`config.mk`:
```
export PLATFORM = sky130hd
export DESIGN_NAME = t8c_timer
export DESIGN_NICKNAME = d
export VERILOG_FILES = /design/src/core/t8c_pkg.sv /design/src/core/t8c_reg_if.sv /design/src/core/t8c_timer.sv /design/src/core/t8c_ahb_slv.sv /design/src/core/t8c_cmp_chan.sv
export SDC_FILE = /design/constraint.sdc
export NUM_CORES = 1
export LEC_CHECK = 0
export ABC_CLOCK_PERIOD_IN_PS = 2940
export BUFFER_PORTS_ARGS = -buffer_cell sky130_fd_sc_hd__buf_2
export CAP_MARGIN = 20
export CORE_ASPECT_RATIO = 1.75
export CORE_MARGIN = 2
export CORE_UTILIZATION = 30
export CTS_CLUSTER_DIAMETER = 150
export DETAILED_ROUTE_END_ITERATION = 10
export MAX_ROUTING_LAYER = met4
export PLACE_DENSITY = 0.57
export SKIP_LAST_GASP = 1
export SLEW_MARGIN = 10
export SYNTH_ARGS = -nofsm -noshare
export SYNTH_HDL_FRONTEND = slang
export SYNTH_SLANG_ARGS = --single-unit
```
`constraint.sdc`:
```
create_clock -name hclk -period 2.94 [get_ports hclk]
set_input_delay 0.441 -clock hclk [delete_from_list [all_inputs] [get_ports hclk]]
set_output_delay 0.441 -clock hclk [all_outputs]
set_load 0.02 [all_outputs]
```
`src/core/t8c_pkg.sv`:
```
// t8c_pkg: shared constants of the 8-bit timer compare block
// assumes: word-aligned register offsets on a 32-bit AHB-Lite slave
package t8c_pkg;
  // ==========================================================
  // register byte offsets
  localparam logic [7:0] ADDR_CTRL   = 8'h00; // mode and output actions
  localparam logic [7:0] ADDR_FORCE  = 8'h04; // force strobes, reads zero
  localparam logic [7:0] ADDR_COUNT  = 8'h08; // counter_value
  localparam logic [7:0] ADDR_CMPA   = 8'h0c; // compare_value_a
  localparam logic [7:0] ADDR_CMPB   = 8'h10; // compare_value_b
  localparam logic [7:0] ADDR_FLAGS  = 8'h14; // flags, write one to clear
  localparam logic [7:0] ADDR_STATUS = 8'h18; // compare output states
  // ==========================================================
  // field positions
  localparam int CTRL_MODE_LSB = 0;  // waveform_mode_select [2:0]
  localparam int CTRL_ACTA_LSB = 4;  // compare_output_action_a [5:4]
  localparam int CTRL_ACTB_LSB = 6;  // compare_output_action_b [7:6]
  localparam int FLG_OVF       = 0;  // overflow_flag
  localparam int FLG_CMPA      = 1;  // compare_flag_a
  localparam int FLG_CMPB      = 2;  // compare_flag_b
  // ==========================================================
  // reset values and count limits
  localparam logic [7:0] CTRL_RST  = 8'h00;
  localparam logic [7:0] COUNT_RST = 8'h00;
  localparam logic [7:0] CMP_RST   = 8'h00;
  localparam logic [7:0] BOTTOM    = 8'h00;
  localparam logic [7:0] MAX       = 8'hff;
  // ==========================================================
  // modes and output actions
  localparam logic [2:0] MODE_NORMAL = 3'h0;
  localparam logic [2:0] MODE_CLRM   = 3'h2; // clear-on-match mode
  localparam logic [1:0] ACT_NONE    = 2'h0;
  localparam logic [1:0] ACT_TOGGLE  = 2'h1;
  localparam logic [1:0] ACT_CLEAR   = 2'h2;
  localparam logic [1:0] ACT_SET     = 2'h3;
  // read sequencer of the bus slave
  typedef enum logic [1:0] {RD_IDLE, RD_LOAD, RD_DONE} t8c_rd_state_t;
endpackage

```
`src/core/t8c_reg_if.sv`:
```
// t8c_reg_if: register strobe bundle between bus slave and timer core
// assumes: one register access per cycle, byte-wide registers
`timescale 1ns/1ps
interface t8c_reg_if;
  logic       wr_stb; // one-cycle write strobe
  logic [7:0] addr;   // byte offset of the access
  logic [7:0] wdata;  // write data
  logic [7:0] rdata;  // read data of addr
  modport slv  (output wr_stb, addr, wdata, input rdata);
  modport core (input wr_stb, addr, wdata, output rdata);
endinterface

```
`src/core/t8c_timer.sv`:
```
// t8c_timer: 8-bit timer top, counter, flags, compare channels, pin mux
// assumes: AHB-Lite master, tick from an outside prescaler, port regs outside
//
// Our own choices: the AHB-Lite register port and the register addresses.
`timescale 1ns/1ps
// What this block does
// [RULE_01] counter write blocks next tick's compare matches
// [RULE_02] software avoids writing count equal compare
// [RULE_03] software sets output state before pin direction
// [RULE_04] output states kept across mode changes
// [RULE_05] output action field used unbuffered
// [RULE_06] reset clears output states to zero
// [RULE_07] nonzero action overrides port output value
// [RULE_08] pin driven only when direction is output
// [RULE_09] override depends only on action field
// [RULE_10] action zero leaves output state unchanged
// [RULE_11] new action governs next compare match
// [RULE_12] force strobe applies action in non-PWM modes
// [RULE_13] mode sets counting, action sets output only
// [RULE_14] mode zero counts up, wraps ff to 00
// [RULE_15] overflow flag set when counter becomes zero
// [RULE_16] overflow flag cleared when interrupt serviced
// [RULE_17] mode two clears counter on compare A
// [RULE_18] compare A unbuffered; missed match wraps first
// [RULE_19] compare flag A set at top in clear-on-match
// [RULE_20] action one toggles output on each match
// [RULE_21] clear-on-match overflow set on max to zero
// [RULE_22] forced compare sets no flag, keeps counter
// [RULE_23] equality sets compare flag on next tick
// [RULE_24] compare flags clear by write one or service
// [RULE_25] bottom is 00, max is ff
// [RULE_26] timer clock is a one-cycle count enable
module t8c_timer import t8c_pkg::*; (
  input  wire logic        hclk,
  input  wire logic        hresetn,
  input  wire logic        hsel,
  input  wire logic [31:0] haddr,
  input  wire logic [1:0]  htrans,
  input  wire logic        hwrite,
  input  wire logic [2:0]  hsize,
  input  wire logic [31:0] hwdata,
  input  wire logic        hready,
  output logic             hreadyout,
  output logic             hresp,
  output logic [31:0]      hrdata,
  input  wire logic        tick,
  input  wire logic        ovf_ack,
  input  wire logic        cmpa_ack,
  input  wire logic        cmpb_ack,
  input  wire logic [1:0]  port_out,
  input  wire logic [1:0]  port_dir,
  output logic [1:0]       pin_out,
  output logic [1:0]       pin_oe,
  output logic             overflow_flag,
  output logic             compare_flag_a,
  output logic             compare_flag_b
);
  // ==========================================================
  // declarations
  t8c_reg_if   regs ();            // bus slave to core strobes
  logic [2:0]  mode_r;             // waveform_mode_select
  logic [1:0]  act_r [2];          // compare_output_action per channel
  logic [7:0]  cmp_r [2];          // compare_value per channel
  logic [7:0]  counter_value_r;    // counter_value
  logic [7:0]  counter_value_nxt;  // next counter value
  logic        block_r;            // matches blocked until next tick
  logic        ovf_r;              // overflow_flag
  logic [1:0]  cflag_r;            // compare flags a and b
  logic [1:0]  ostate;             // compare_output_state per channel
  logic [1:0]  cmp_match;          // blocked-qualified match at tick
  logic [1:0]  force_stb;          // force strobe per channel
  logic [1:0]  cflag_clr;          // compare flag clear per channel
  logic [1:0]  cflag_ack;          // service acks per channel
  logic        wr_ctrl;            // write decodes
  logic        wr_force;
  logic        wr_cnt;
  logic        wr_cmpa;
  logic        wr_cmpb;
  logic        wr_flg;
  logic        nonpwm;             // even modes carry set/clear/toggle
  logic        clr_match;          // clear-on-match mode
  logic        ovf_set;            // counter passes from max to zero
  logic        ovf_clr;            // overflow clear by service or write
  logic        size_unused;        // hsize not checked, word only

  assign size_unused = |hsize;

  // ==========================================================
  // bus slave
  t8c_ahb_slv u_slv (
    .hclk      (hclk),
    .hresetn   (hresetn),
    .hsel      (hsel),
    .haddr     (haddr),
    .htrans    (htrans),
    .hwrite    (hwrite),
    .hwdata    (hwdata),
    .hready    (hready),
    .hreadyout (hreadyout),
    .hresp     (hresp),
    .hrdata    (hrdata),
    .regs      (regs.slv)
  );

  // ==========================================================
  // write decode, unmapped offsets are ignored
  assign wr_ctrl  = regs.wr_stb & (regs.addr == ADDR_CTRL);
  assign wr_force = regs.wr_stb & (regs.addr == ADDR_FORCE);
  assign wr_cnt   = regs.wr_stb & (regs.addr == ADDR_COUNT);
  assign wr_cmpa  = regs.wr_stb & (regs.addr == ADDR_CMPA);
  assign wr_cmpb  = regs.wr_stb & (regs.addr == ADDR_CMPB);
  assign wr_flg   = regs.wr_stb & (regs.addr == ADDR_FLAGS);

  // odd modes are the PWM modes; they are not built and count freely
  assign nonpwm    = !mode_r[0];
  assign clr_match = (mode_r == MODE_CLRM);

  // ==========================================================
  // control register: mode and output actions, no shadow copy
  always_ff @(posedge hclk or negedge hresetn) begin
    if (!hresetn) begin
      mode_r   <= CTRL_RST[CTRL_MODE_LSB +: 3];
      act_r[0] <= CTRL_RST[CTRL_ACTA_LSB +: 2];
      act_r[1] <= CTRL_RST[CTRL_ACTB_LSB +: 2];
    end else if (wr_ctrl) begin
      mode_r   <= regs.wdata[CTRL_MODE_LSB +: 3];
      act_r[0] <= regs.wdata[CTRL_ACTA_LSB +: 2]; // see [RULE_05]
      act_r[1] <= regs.wdata[CTRL_ACTB_LSB +: 2];
    end
  end

  // compare values written straight through, no double buffer
  always_ff @(posedge hclk or negedge hresetn) begin
    if (!hresetn) begin
      cmp_r[0] <= CMP_RST;
      cmp_r[1] <= CMP_RST;
    end else begin
      if (wr_cmpa) begin
        cmp_r[0] <= regs.wdata; // see [RULE_18]
      end
      if (wr_cmpb) begin
        cmp_r[1] <= regs.wdata;
      end
    end
  end

  // ==========================================================
  // counter: a bus write beats clear and count
  always_comb begin
    counter_value_nxt = counter_value_r;
    if (wr_cnt) begin
      counter_value_nxt = regs.wdata;
    end else if (tick) begin // see [RULE_26]
      if (clr_match && cmp_match[0]) begin
        counter_value_nxt = BOTTOM; // see [RULE_17]
      end else begin
        // wraps max to bottom on its own, see [RULE_14] see [RULE_25]
        counter_value_nxt = counter_value_r + 8'h01;
      end
    end
  end

  always_ff @(posedge hclk or negedge hresetn) begin
    if (!hresetn) begin
      counter_value_r <= COUNT_RST;
    end else begin
      counter_value_r <= counter_value_nxt; // see [RULE_13]
    end
  end

  // a counter write arms the block, the next tick spends it
  always_ff @(posedge hclk or negedge hresetn) begin
    if (!hresetn) begin
      block_r <= 1'b0;
    end else if (wr_cnt) begin
      block_r <= 1'b1; // see [RULE_01]
    end else if (tick) begin
      block_r <= 1'b0;
    end
  end

  // ==========================================================
  // overflow flag, set wins over any clear
  assign ovf_set = tick & !wr_cnt & (counter_value_r == MAX); // see [RULE_21]
  assign ovf_clr = ovf_ack | (wr_flg & regs.wdata[FLG_OVF]);

  always_ff @(posedge hclk or negedge hresetn) begin
    if (!hresetn) begin
      ovf_r <= 1'b0;
    end else if (ovf_set) begin
      ovf_r <= 1'b1; // see [RULE_15]
    end else if (ovf_clr) begin
      ovf_r <= 1'b0; // see [RULE_16]
    end
  end

  // ==========================================================
  // per-channel compare units, flags and pin override
  assign force_stb[0] = wr_force & regs.wdata[0];
  assign force_stb[1] = wr_force & regs.wdata[1];
  assign cflag_ack    = {cmpb_ack, cmpa_ack};
  assign cflag_clr[0] = cflag_ack[0] | (wr_flg & regs.wdata[FLG_CMPA]);
  assign cflag_clr[1] = cflag_ack[1] | (wr_flg & regs.wdata[FLG_CMPB]);

  for (genvar i = 0; i < 2; i++) begin : g_chan
    t8c_cmp_chan u_chan (
      .hclk      (hclk),
      .hresetn   (hresetn),
      .tick      (tick),
      .blocked   (block_r),
      .nonpwm    (nonpwm),
      .count     (counter_value_r),
      .compare   (cmp_r[i]),
      .action    (act_r[i]),
      .force_stb (force_stb[i]), // see [RULE_12]
      .match     (cmp_match[i]),
      .state_r   (ostate[i])
    );

    // a forced compare never reaches the flag, see [RULE_22]
    always_ff @(posedge hclk or negedge hresetn) begin
      if (!hresetn) begin
        cflag_r[i] <= 1'b0;
      end else if (cmp_match[i]) begin
        cflag_r[i] <= 1'b1; // see [RULE_23] see [RULE_19]
      end else if (cflag_clr[i]) begin
        cflag_r[i] <= 1'b0; // see [RULE_24]
      end
    end

    // override chosen by the action field only, whatever the mode
    assign pin_out[i] = (|act_r[i]) ? ostate[i] : port_out[i]; // see [RULE_09] see [RULE_07]
    assign pin_oe[i]  = port_dir[i];                          // see [RULE_08]
  end

  // ==========================================================
  // read mux, unmapped and write-only offsets read zero
  always_comb begin
    case (regs.addr)
      ADDR_CTRL:   regs.rdata = {act_r[1], act_r[0], 1'b0, mode_r};
      ADDR_COUNT:  regs.rdata = counter_value_r;
      ADDR_CMPA:   regs.rdata = cmp_r[0];
      ADDR_CMPB:   regs.rdata = cmp_r[1];
      ADDR_FLAGS:  regs.rdata = {5'h00, cflag_r, ovf_r};
      ADDR_STATUS: regs.rdata = {6'h00, ostate};
      default:     regs.rdata = 8'h00;
    endcase
  end

  assign overflow_flag  = ovf_r;
  assign compare_flag_a = cflag_r[0];
  assign compare_flag_b = cflag_r[1];
endmodule // t8c_timer

```
`src/core/t8c_ahb_slv.sv`:
```
// t8c_ahb_slv: AHB-Lite slave front end, writes zero-wait, reads one wait
// assumes: single word transfers; hsize is not checked
`timescale 1ns/1ps
module t8c_ahb_slv import t8c_pkg::*; (
  input  wire logic        hclk,
  input  wire logic        hresetn,
  input  wire logic        hsel,
  input  wire logic [31:0] haddr,
  input  wire logic [1:0]  htrans,
  input  wire logic        hwrite,
  input  wire logic [31:0] hwdata,
  input  wire logic        hready,
  output logic             hreadyout,
  output logic             hresp,
  output logic [31:0]      hrdata,
  t8c_reg_if.slv           regs
);
  logic          acc;     // address phase taken
  logic          wr_ph_r; // write data phase
  logic [7:0]    addr_r;  // captured offset
  t8c_rd_state_t rd_st_r; // read sequencer
  assign acc = hsel & htrans[1] & hready;
  // ==========================================================
  // address phase capture
  always_ff @(posedge hclk or negedge hresetn) begin
    if (!hresetn) begin
      wr_ph_r <= 1'b0;
      addr_r  <= 8'h00;
    end else begin
      wr_ph_r <= acc & hwrite;
      if (acc) begin
        addr_r <= haddr[7:0];
      end
    end
  end
  // reads wait one cycle so data always comes from a flop
  always_ff @(posedge hclk or negedge hresetn) begin
    if (!hresetn) begin
      rd_st_r <= RD_IDLE;
    end else begin
      case (rd_st_r)
        RD_LOAD: rd_st_r <= RD_DONE;
        RD_IDLE, RD_DONE: rd_st_r <= (acc & !hwrite) ? RD_LOAD : RD_IDLE;
        default: rd_st_r <= RD_IDLE;
      endcase
    end
  end
  // read data register
  always_ff @(posedge hclk or negedge hresetn) begin
    if (!hresetn) begin
      hrdata <= 32'h0000_0000;
    end else if (rd_st_r == RD_LOAD) begin
      hrdata <= {24'h00_0000, regs.rdata};
    end
  end
  assign hreadyout   = (rd_st_r != RD_LOAD);
  assign hresp       = 1'b0;
  assign regs.wr_stb = wr_ph_r;
  assign regs.addr   = addr_r;
  assign regs.wdata  = hwdata[7:0];
endmodule // t8c_ahb_slv

```
`src/core/t8c_cmp_chan.sv`:
```
// t8c_cmp_chan: one compare channel, match detect and output state
// assumes: tick is a one-cycle timer clock enable in the hclk domain
`timescale 1ns/1ps
module t8c_cmp_chan import t8c_pkg::*; (
  input  wire logic       hclk,
  input  wire logic       hresetn,
  input  wire logic       tick,
  input  wire logic       blocked,
  input  wire logic       nonpwm,
  input  wire logic [7:0] count,
  input  wire logic [7:0] compare,
  input  wire logic [1:0] action,
  input  wire logic       force_stb,
  output logic            match,
  output logic            state_r
);
  logic hit; // real or forced match that acts on the state
  assign match = tick & !blocked & (count == compare); // see [RULE_01]
  assign hit   = nonpwm & (match | force_stb);         // see [RULE_12]
  // ==========================================================
  // output state, action read live; only a hit moves it, see [RULE_04]
  always_ff @(posedge hclk or negedge hresetn) begin
    if (!hresetn) begin
      state_r <= 1'b0; // see [RULE_06]
    end else if (hit) begin
      case (action) // see [RULE_11] see [RULE_13]
        ACT_TOGGLE: state_r <= !state_r; // see [RULE_20]
        ACT_CLEAR:  state_r <= 1'b0;
        ACT_SET:    state_r <= 1'b1;
        default:    state_r <= state_r;  // see [RULE_10]
      endcase
    end
  end
endmodule // t8c_cmp_chan

```
==> impl_metrics.tcl, run 1 <==
set metrics [dict create \
    crit_fanout 8 \
    clockRootBuffer "clkbuf_16" \
    netlist_instances 304 \
    grt_pass1_wl_um 13000 \
    min_period_ns 2.38 \
    ir_drop_mv 0.281 \
    ys_warn_count 0 \
    antenna_found_initial 0 \
    drc 0 \
    wl_per_cell_um 17.1 \
    fin_cells 469 \
    finalSetupTns_ns 0 \
    post_cts_resized 0 \
    clock_skew_ns 0.0105 \
    fmax_mhz 420 \
    vias 2325 \
    p_per_area_mw_per_mm2 602 \
    finalHoldViolCount 0 \
    synth-main-ff-cell "dfrtp_1" \
    pwr-share-seq_pct 46.2 \
    avgSynthCellArea_um2 10.6 \
    grt_use_total_pct 15.6 \
    cts_tree "built" \
    grt_pass1_vias 2333 \
    outcome "finished, final reports clean" \
    die_h_um 141 \
    arrival_ns 2.57 \
    path_class "flop to flop" \
    reg2reg_from "u_slv.regs.addr[5]" \
    first_iter_violations 128 \
    port_buffers 41 \
    rsz0062_at_grt "no" \
    slew_violations 0 \
    cts_max_level 2 \
    wirelength_um 8040 \
    drv_cap 0 \
    finish.utilization_pct 34.0 \
    overflow 0 \
    hp-class "input port to async pin" \
    setup_viol 0 \
    relSlewSlack_pct 53.4 \
    vias_per_cell 4.96 \
    yosysMostFrequentCell "dfrtp_1" \
    async_flop_share_pct 100 \
    io_pins 123 \
    synth_area_leader_cell "dfrtp_1" \
    row_count 50 \
    hold_slack_ns 0.155 \
    ys_types 49 \
    p_sw_mw 0.682 \
    area_delta_synth_final_pct 11.9 \
    finalNetCount 421 \
    cp_slowest_stage_delay_ns 0.59 \
    synth_common_cells "56 x dfrtp_1, 34 x mux2_2, 27 x buf_4" \
    synth_area_mm2 0.00321 \
    tightest_slew_ns 0.693 \
    numCtsBuffers 5 \
    fp.dieW_um 82.2 \
    ctsLongestPathBuffers 2 \
    critPathRequiredTime_ns 3.12 \
    post-cts-setup-buffers 0 \
    postRouteAntennaNets 0 \
    finalCritPeriodShare_pct 81.0 \
    combPwrFrac_pct 22.3 \
    first_pass_iters 4 \
    clock_latency_ns 0.30 \
    end_kind "flop" \
    rr_worst_depth 5 \
    yosysTopAreaCellShare_pct 43.6 \
    setup.worst_path.start "u_slv.regs.addr[5]" \
    internal-power_mw 1.48 \
    synth_area_leaders "dfrtp_1 44%, mux2_2 12%, buf_4 6.3%" \
    ys_ff_latch 56 \
    grt_start_max_net_pins 30 \
    fillers 1086 \
    leakagePower_nw 1.60 \
    clk_pin_slew_worst_paths_ns 0.08 \
    cts.sinks 56 \
    synth.yosys.seq_area_share_pct 43.6 \
    p_clk_share_pct 31.5 \
    core_mm2 0.0106 \
    placedCellCount 461 \
    dieArea_mm2 0.0116 \
    start_util_pct 30.4 \
    hpwl_um 6390 \
    n_antenna_cell 0 \
    drive_gt1_share_pct 28.9 \
    synth_edf_count 0 \
    hold_buffers 0 \
    crit_slowest_cell "nor3_1" \
    gp_congestion 0.869 \
    worstPathCellList "nor3_1, nand2_1, nor2_1, nand3_1, mux2_2" \
    setup.worst_path.start_class "flop" \
    switching_share_pct 31.5 \
]
==> area by class of cell <==
type / instances / area, um2 / area share, %
flip-flops and latches: 56 / 1400 / 39.0
well taps: 130 / 163 / 4.52
repair buffers: 46 / 243 / 6.75
clock buffers: 5 / 125 / 3.48
clock inverters: 3 / 42.5 / 1.18
inverters: 7 / 26.3 / 0.731
multi-input cells: 222 / 1590 / 44.3
==> layer usage <==
metal	share of wire [%]	routed length [um]	global-route usage, %	vias up
met5	0	0	-	-
met4	3.9	314	8.16	0
met3	3.1	248	1.47	15
met2	56	4510	27.0	70
met1	37	2960	17.0	1145
li1	-	-	-	1095
==> cell usage in the layout, fill, tap and decap left out, types with 7 or more instances in the layout <==
cell type,count
or3_1,8
a21oi_1,7
nor3_1,9
o22ai_1,7
xnor2_1,8
xor2_1,12
dfrtp_1,56
mux2i_1,14
mux2_2,34
conb_1,25
buf_2,41
nor2_1,7
nand2_1,22
==> power groups by stage <==
stage / Sequential, mW / Clock, mW / Combinational, mW
floorplan: 0.930 / 0 / 0.446
global placement: 1.01 / 0 / 0.476
detailed placement: 1.01 / 0 / 0.484
CTS: 0.998 / 0.696 / 0.486
global route: 1.02 / 0.730 / 0.536
finish: 1.00 / 0.680 / 0.482
==> registers in the layout, indices dropped and copies added (netlist names) <==
signal                 count
u_slv.hrdata               8
block_r                    1
cmp_r                     16
counter_value_r            8
compare_flag_b             1
u_slv.rd_st_r              2
u_slv.regs.addr            8
g_chan.u_chan.state_r      2
overflow_flag              1
act_r                      4
mode_r                     3
compare_flag_a             1
u_slv.regs.wr_stb          1
==> stage by stage <==
stage | power, mW | area, um2 | setup slack (ns)
final | 2.16 | 3590 | 0.558
after global routing | 2.28 | 3590 | 0.335
after CTS | 2.18 | 3590 | 0.545
after detailed placement | 1.50 | 3430 | 0.567
after global placement | 1.48 | 3430 | 0.620
after floorplan | 1.38 | 3300 | 0.906
==> final timing paths <==
check,to,slack [ns]
hold reg to reg,u_slv.rd_st_r[0],0.45
setup / recovery,cmp_r[9],0.56
hold / removal,u_slv.hrdata[0],0.15
max in group asynchronous,cmp_r[6],2.10
setup reg to reg,cmp_r[9],0.56
min in group hclk,u_slv.rd_st_r[0],0.31
==> worst max-delay path, delay by kind of cell, from the launching register on <==
family	cells	cell delay, ns
flops	1	0.39
simple gates	4	1.46
mux	1	0.41
==> kinds of logic after synthesis <==
| group | share of synthesized area [%] |
|---|---|
| simple gates | 14.3 |
| xor+xnor | 5.45 |
| fa+ha+maj | 0.389 |
| other cells | 0.117 |
| mux | 16.3 |
| flops | 43.6 |
| compound gates | 10.3 |
| buf+inv | 9.54 |
No activity file was read; power rests on OpenSTA's default activity.
==> run 2: changes to the inputs <==
- ABC_CLOCK_PERIOD_IN_PS: 2940 -> 2200
- clock period: 2.94 -> 2.2 ns (I/O delays scaled with it)
==> run 2 against run 1 <==
Critical path type unchanged. Flip-flop and latch count stayed put. Clock-buffer cell count is 2 higher. Global-route usage is 0.46 points lower. Combinational power is 49% higher. Critical path depth stayed put.
==> impl_metrics.tcl, run 2 (synthesis results as in run 1) <==
set metrics [dict create \
    outcome "finished, final reports clean" \
    cp_slowest_stage_delay_ns 0.44 \
    crit_buf_inv 1 \
    combPwrFrac_pct 25.3 \
    core_mm2 0.0106 \
    hp-class "input port to async pin" \
    hpwl_um 6320 \
    antenna_found_initial 0 \
    arrival_ns 2.23 \
    die_h_um 141 \
    rsz0062_at_grt "no" \
    finalHoldViolCount 0 \
    p_sw_mw 0.915 \
    p_per_area_mw_per_mm2 770 \
    grt_pass1_vias 2399 \
    wirelength_um 8070 \
    final_cell_mix "56 x dfrtp_1, 41 x buf_2, 34 x mux2_2" \
    final_common_cell "dfrtp_1" \
    regMostFlops "cmp_r" \
    min_period_ns 2.04 \
    cts_max_level 2 \
    finalSetupTns_ns 0 \
    vias 2374 \
    port_buffers 41 \
    cpLargestDelayFamily "simple AND/OR/NAND/NOR gates" \
    grt_start_max_net_pins 57 \
    largest_reg_flops 16 \
    path_class "flop to flop" \
    switching_share_pct 32.2 \
    wl_per_cell_um 16.7 \
    clockRootBuffer "clkbuf_16" \
    end_kind "flop" \
    numCtsBuffers 5 \
    vias_per_cell 4.92 \
    drv_cap 0 \
    internal-power_mw 1.93 \
    ctsLongestPathBuffers 2 \
    fin_area_mm2 0.00369 \
    overflow 0 \
    crit_slowest_cell "or3_1" \
    tightest_slew_ns 0.730 \
    setup_viol 0 \
    setup.worst_path.start_class "flop" \
    post-cts-setup-buffers 0 \
    post_cts_resized 0 \
    cts.sinks 56 \
    pwr-share-seq_pct 45.5 \
    row_count 50 \
    placed_cell_area_mm2 0.00354 \
    n_antenna_cell 0 \
    cts_tree "built" \
    fp.dieW_um 82.2 \
    first_pass_iters 4 \
    relSlewSlack_pct 51.3 \
    start_util_pct 30.4 \
    drive_gt1_share_pct 31.4 \
    drc 0 \
    ir_drop_mv 0.350 \
    hold_buffers 0 \
    grt_use_total_pct 15.1 \
    postRouteAntennaNets 0 \
    dieArea_mm2 0.0116 \
    finalCritPeriodShare_pct 92.6 \
    gp_congestion 0.846 \
    fmax_mhz 491 \
    leakagePower_nw 1.67 \
    clk_pin_slew_worst_paths_ns 0.07 \
    clock_latency_ns 0.30 \
    area_delta_synth_final_pct 15.0 \
    p_clk_share_pct 29.2 \
    critPathRequiredTime_ns 2.39 \
    crit_fanout 8 \
    first_iter_violations 140 \
    io_pins 123 \
    clock_skew_ns 0.00434 \
    finalNetCount 435 \
    grt_pass1_wl_um 12600 \
    slew_violations 0 \
    worstPathCellList "or3_4, or3_1, nor3_4, buf_12, mux2_2" \
]
-- run 2: cell types whose count changed in the layout (fill, tap and decap cells not counted) --
cell / before / now
buf_4: 5 / 18
clkbuf_1: 0 / 1
bufinv_16: 1 / 0
buf_12: 0 / 1
clkbuf_8: 0 / 1
clkinv_2: 1 / 0
-- run 2: worst paths after layout --
check | from | end | slack [ns] | depth (start not counted)
hold / removal | hresetn | u_slv.hrdata[0] | 0.16 | 2
max in group asynchronous | hresetn | counter_value_r[6] | 1.55 | 2
setup / recovery | u_slv.regs.addr[1] | act_r[0] | 0.16 | 5
hold reg to reg | u_slv.rd_st_r[0] | u_slv.rd_st_r[0] | 0.43 | 1
min in group hclk | hwrite | u_slv.rd_st_r[0] | 0.20 | 2
setup reg to reg | u_slv.regs.addr[1] | act_r[0] | 0.16 | 5
-- run 2: power groups by stage --
| stage | logic (mW) | registers, mW | clock network [mW] |
|---|---|---|---|
| final | 0.719 | 1.29 | 0.830 |
| after global routing | 0.787 | 1.31 | 0.884 |
| after CTS | 0.722 | 1.29 | 0.848 |
| after detailed placement | 0.718 | 1.32 | 0 |
| after global placement | 0.711 | 1.31 | 0 |
| after floorplan | 0.596 | 1.24 | 0 |
-- run 2: layout make-up --
class / instances / area, um2
Fill cell: 1083 / 6880
Clock inverter: 1 / 7.51
Tap cell: 130 / 163
Multi-Input combinational cell: 222 / 1590
Clock buffer: 7 / 143
Inverter: 7 / 26.3
Sequential cell: 56 / 1400
Timing Repair Buffer: 60 / 360
-- run 2: per-stage QoR --
| stage | utilization (%) | hold WS [ns] | worst slack, ns | total power, mW | instances |
|---|---|---|---|---|---|
| after floorplan | - | 0.0344 | 0.166 | 1.84 | 328 |
| after global placement | 33.5 | 0.415 | 0.198 | 2.02 | 475 |
| after detailed placement | 33.5 | 0.423 | 0.161 | 2.03 | 475 |
| after CTS | 34.9 | 0.196 | 0.152 | 2.86 | 483 |
| after global routing | 34.9 | 0.206 | 0.0999 | 2.98 | 483 |
| final | 34.9 | 0.158 | 0.162 | 2.84 | 483 |
-- run 2: metal layers --
| layer | wire length (um) | track usage (%) |
|---|---|---|
| met2 | 4480 | 26.7 |
| met4 | 348 | 8.07 |
| met1 | 3020 | 15.9 |
| met5 | 0 | - |
| met3 | 229 | 1.54 |
==> run 3: changes to the inputs <==
- CORE_MARGIN: 2 -> 4
- MAX_ROUTING_LAYER: met4 -> default
==> run 3 against run 2 <==
Non-clock buffer count is 5 higher. Cell area is 1.5% higher. Clock skew is 0.0048 ns higher. Critical path depth stayed put. Worst setup slack better by 0.014 ns. Critical endpoint is now mode_r[1]. Largest power group unchanged. Highest routed layer unchanged.
==> impl_metrics.tcl, run 3 (synthesis results as in run 1) <==
set metrics [dict create \
    fp.dieW_um 86.2 \
    overflow 0 \
    tightest_slew_ns 0.616 \
    vias_per_cell 5.06 \
    path_class "flop to flop" \
    ctsLongestPathBuffers 2 \
    worstPathCellList "or3_4, or3_1, nor3_4, buf_12, mux2_2" \
    first_iter_violations 148 \
    grt_pass1_wl_um 13400 \
    area_delta_synth_final_pct 16.7 \
    combPwrFrac_pct 28.0 \
    setup.worst_path.start_class "flop" \
    final_common_cell "dfrtp_1" \
    first_pass_iters 4 \
    min_period_ns 2.02 \
    vias 2456 \
    clk_pin_slew_worst_paths_ns 0.07 \
    port_buffers 41 \
    finalSetupTns_ns 0 \
    p_per_area_mw_per_mm2 776 \
    fmax_mhz 494 \
    cts.sinks 56 \
    arrival_ns 2.21 \
    r2r_slack_ns 0.18 \
    cts_tree "built" \
    drive_gt1_share_pct 33.0 \
    cp_slowest_stage_delay_ns 0.43 \
    final_cell_mix "56 x dfrtp_1, 41 x buf_2, 34 x mux2_2" \
    relSlewSlack_pct 59.0 \
    fin_area_mm2 0.00375 \
    hpwl_um 6880 \
    crit_buf_inv 1 \
    postRouteAntennaNets 0 \
    leakagePower_nw 1.70 \
    finalCritPeriodShare_pct 92.0 \
    gp_congestion 0.877 \
    rr_worst_depth 5 \
    grt_start_max_net_pins 32 \
    regMostFlops "cmp_r" \
    outcome "finished, final reports clean" \
    clockRootBuffer "clkbuf_16" \
    io_pins 123 \
    clock_latency_ns 0.30 \
    hold_slack_ns 0.0333 \
    switching_share_pct 32.3 \
    internal-power_mw 1.97 \
    core_mm2 0.0104 \
    dieArea_mm2 0.0125 \
    critPathRequiredTime_ns 2.38 \
    clock_skew_ns 0.00917 \
    die_h_um 145 \
    setup_viol 0 \
    hp-class "input port to async pin" \
    drc 0 \
    row_count 49 \
    cpLargestDelayFamily "simple AND/OR/NAND/NOR gates" \
    drv_cap 0 \
    numCtsBuffers 5 \
    wirelength_um 8620 \
    post-cts-setup-buffers 0 \
    slew_violations 0 \
    p_sw_mw 0.940 \
    crit_slowest_cell "or3_1" \
    finalHoldViolCount 0 \
    reg2reg_from "u_slv.regs.addr[1]" \
    n_antenna_cell 0 \
    grt_pass1_vias 2549 \
    pwr-share-seq_pct 42.9 \
    p_clk_share_pct 29.1 \
    worstReg2RegEnd "mode_r[1]" \
    finalNetCount 440 \
    end_kind "flop" \
    ir_drop_mv 0.330 \
    start_util_pct 31.0 \
    cts_max_level 2 \
    largest_reg_flops 16 \
    antenna_found_initial 0 \
    total_power_mw 2.91 \
    rsz0062_at_grt "no" \
    crit_fanout 8 \
    grt_use_total_pct 14.3 \
    wl_per_cell_um 17.8 \
    placed_cell_area_mm2 0.00359 \
]
-- run 3: changes by cell type in the layout (fill, tap and decap cells not counted) --
| cell | previous run | this run |
|---|---|---|
| buf_4 | 18 | 22 |
| buf_12 | 1 | 2 |
| clkbuf_1 | 1 | 0 |
| clkinv_2 | 0 | 1 |
| clkinvlp_4 | 1 | 0 |
| inv_6 | 0 | 1 |
| nand3_1 | 5 | 4 |
| nand3_2 | 0 | 1 |
-- run 3: per-stage QoR --
step,setup slack [ns],cells,util [%]
after CTS,0.160,485,36.1
after global routing,0.100,485,36.2
after global placement,0.101,477,34.7
after detailed placement,0.120,477,34.7
final,0.176,485,36.2
after floorplan,0.166,328,-
-- run 3: power by group through the flow --
stage               logic, mW  clock network, mW  registers [mW]
floorplan               0.596                  0            1.24
CTS                     0.821              0.870            1.25
detailed placement      0.818                  0            1.27
finish                  0.816              0.846            1.25
global route            0.896              0.899            1.26
global placement        0.808                  0            1.27
-- run 3: what timing repair did --
item | CTS | global route
hold buffers | 0 | 0
setup endpoints to repair | 0 | 8
resized for setup | 0 | 1
endpoints found under the hold margin | 0 | 0
-- run 3: how the worst max path moves through the flow --
stage                                  start                 end  slack, ns  cells after the start
after floorplan           u_slv.regs.addr[3]            act_r[0]       0.17                      6
after global placement                  tick  counter_value_r[3]       0.10                      6
after detailed placement                tick  counter_value_r[2]       0.12                      6
after CTS                 u_slv.regs.addr[1]           mode_r[2]       0.16                      5
after global routing      u_slv.regs.addr[1]            act_r[1]       0.10                      5
final                     u_slv.regs.addr[1]           mode_r[1]       0.18                      5
-- run 3: cell type report --
class	instances	area, um2
Multi-Input combinational cell	222	1600
Clock buffer	6	139
Fill cell	1048	6610
Inverter	7	26.3
Sequential cell	56	1400
Tap cell	127	159
Clock inverter	2	13.8
Timing Repair Buffer	65	410
-- run 3: per-layer routing --
| layer | GRT usage, % | routed length [um] | vias up |
|---|---|---|---|
| met3 | 1.87 | 414 | 34 |
| met5 | 0 | 0 | - |
| li1 | - | - | 1138 |
| met2 | 26.3 | 4610 | 95 |
| met4 | 10.5 | 561 | 0 |
| met1 | 14.6 | 3030 | 1189 |
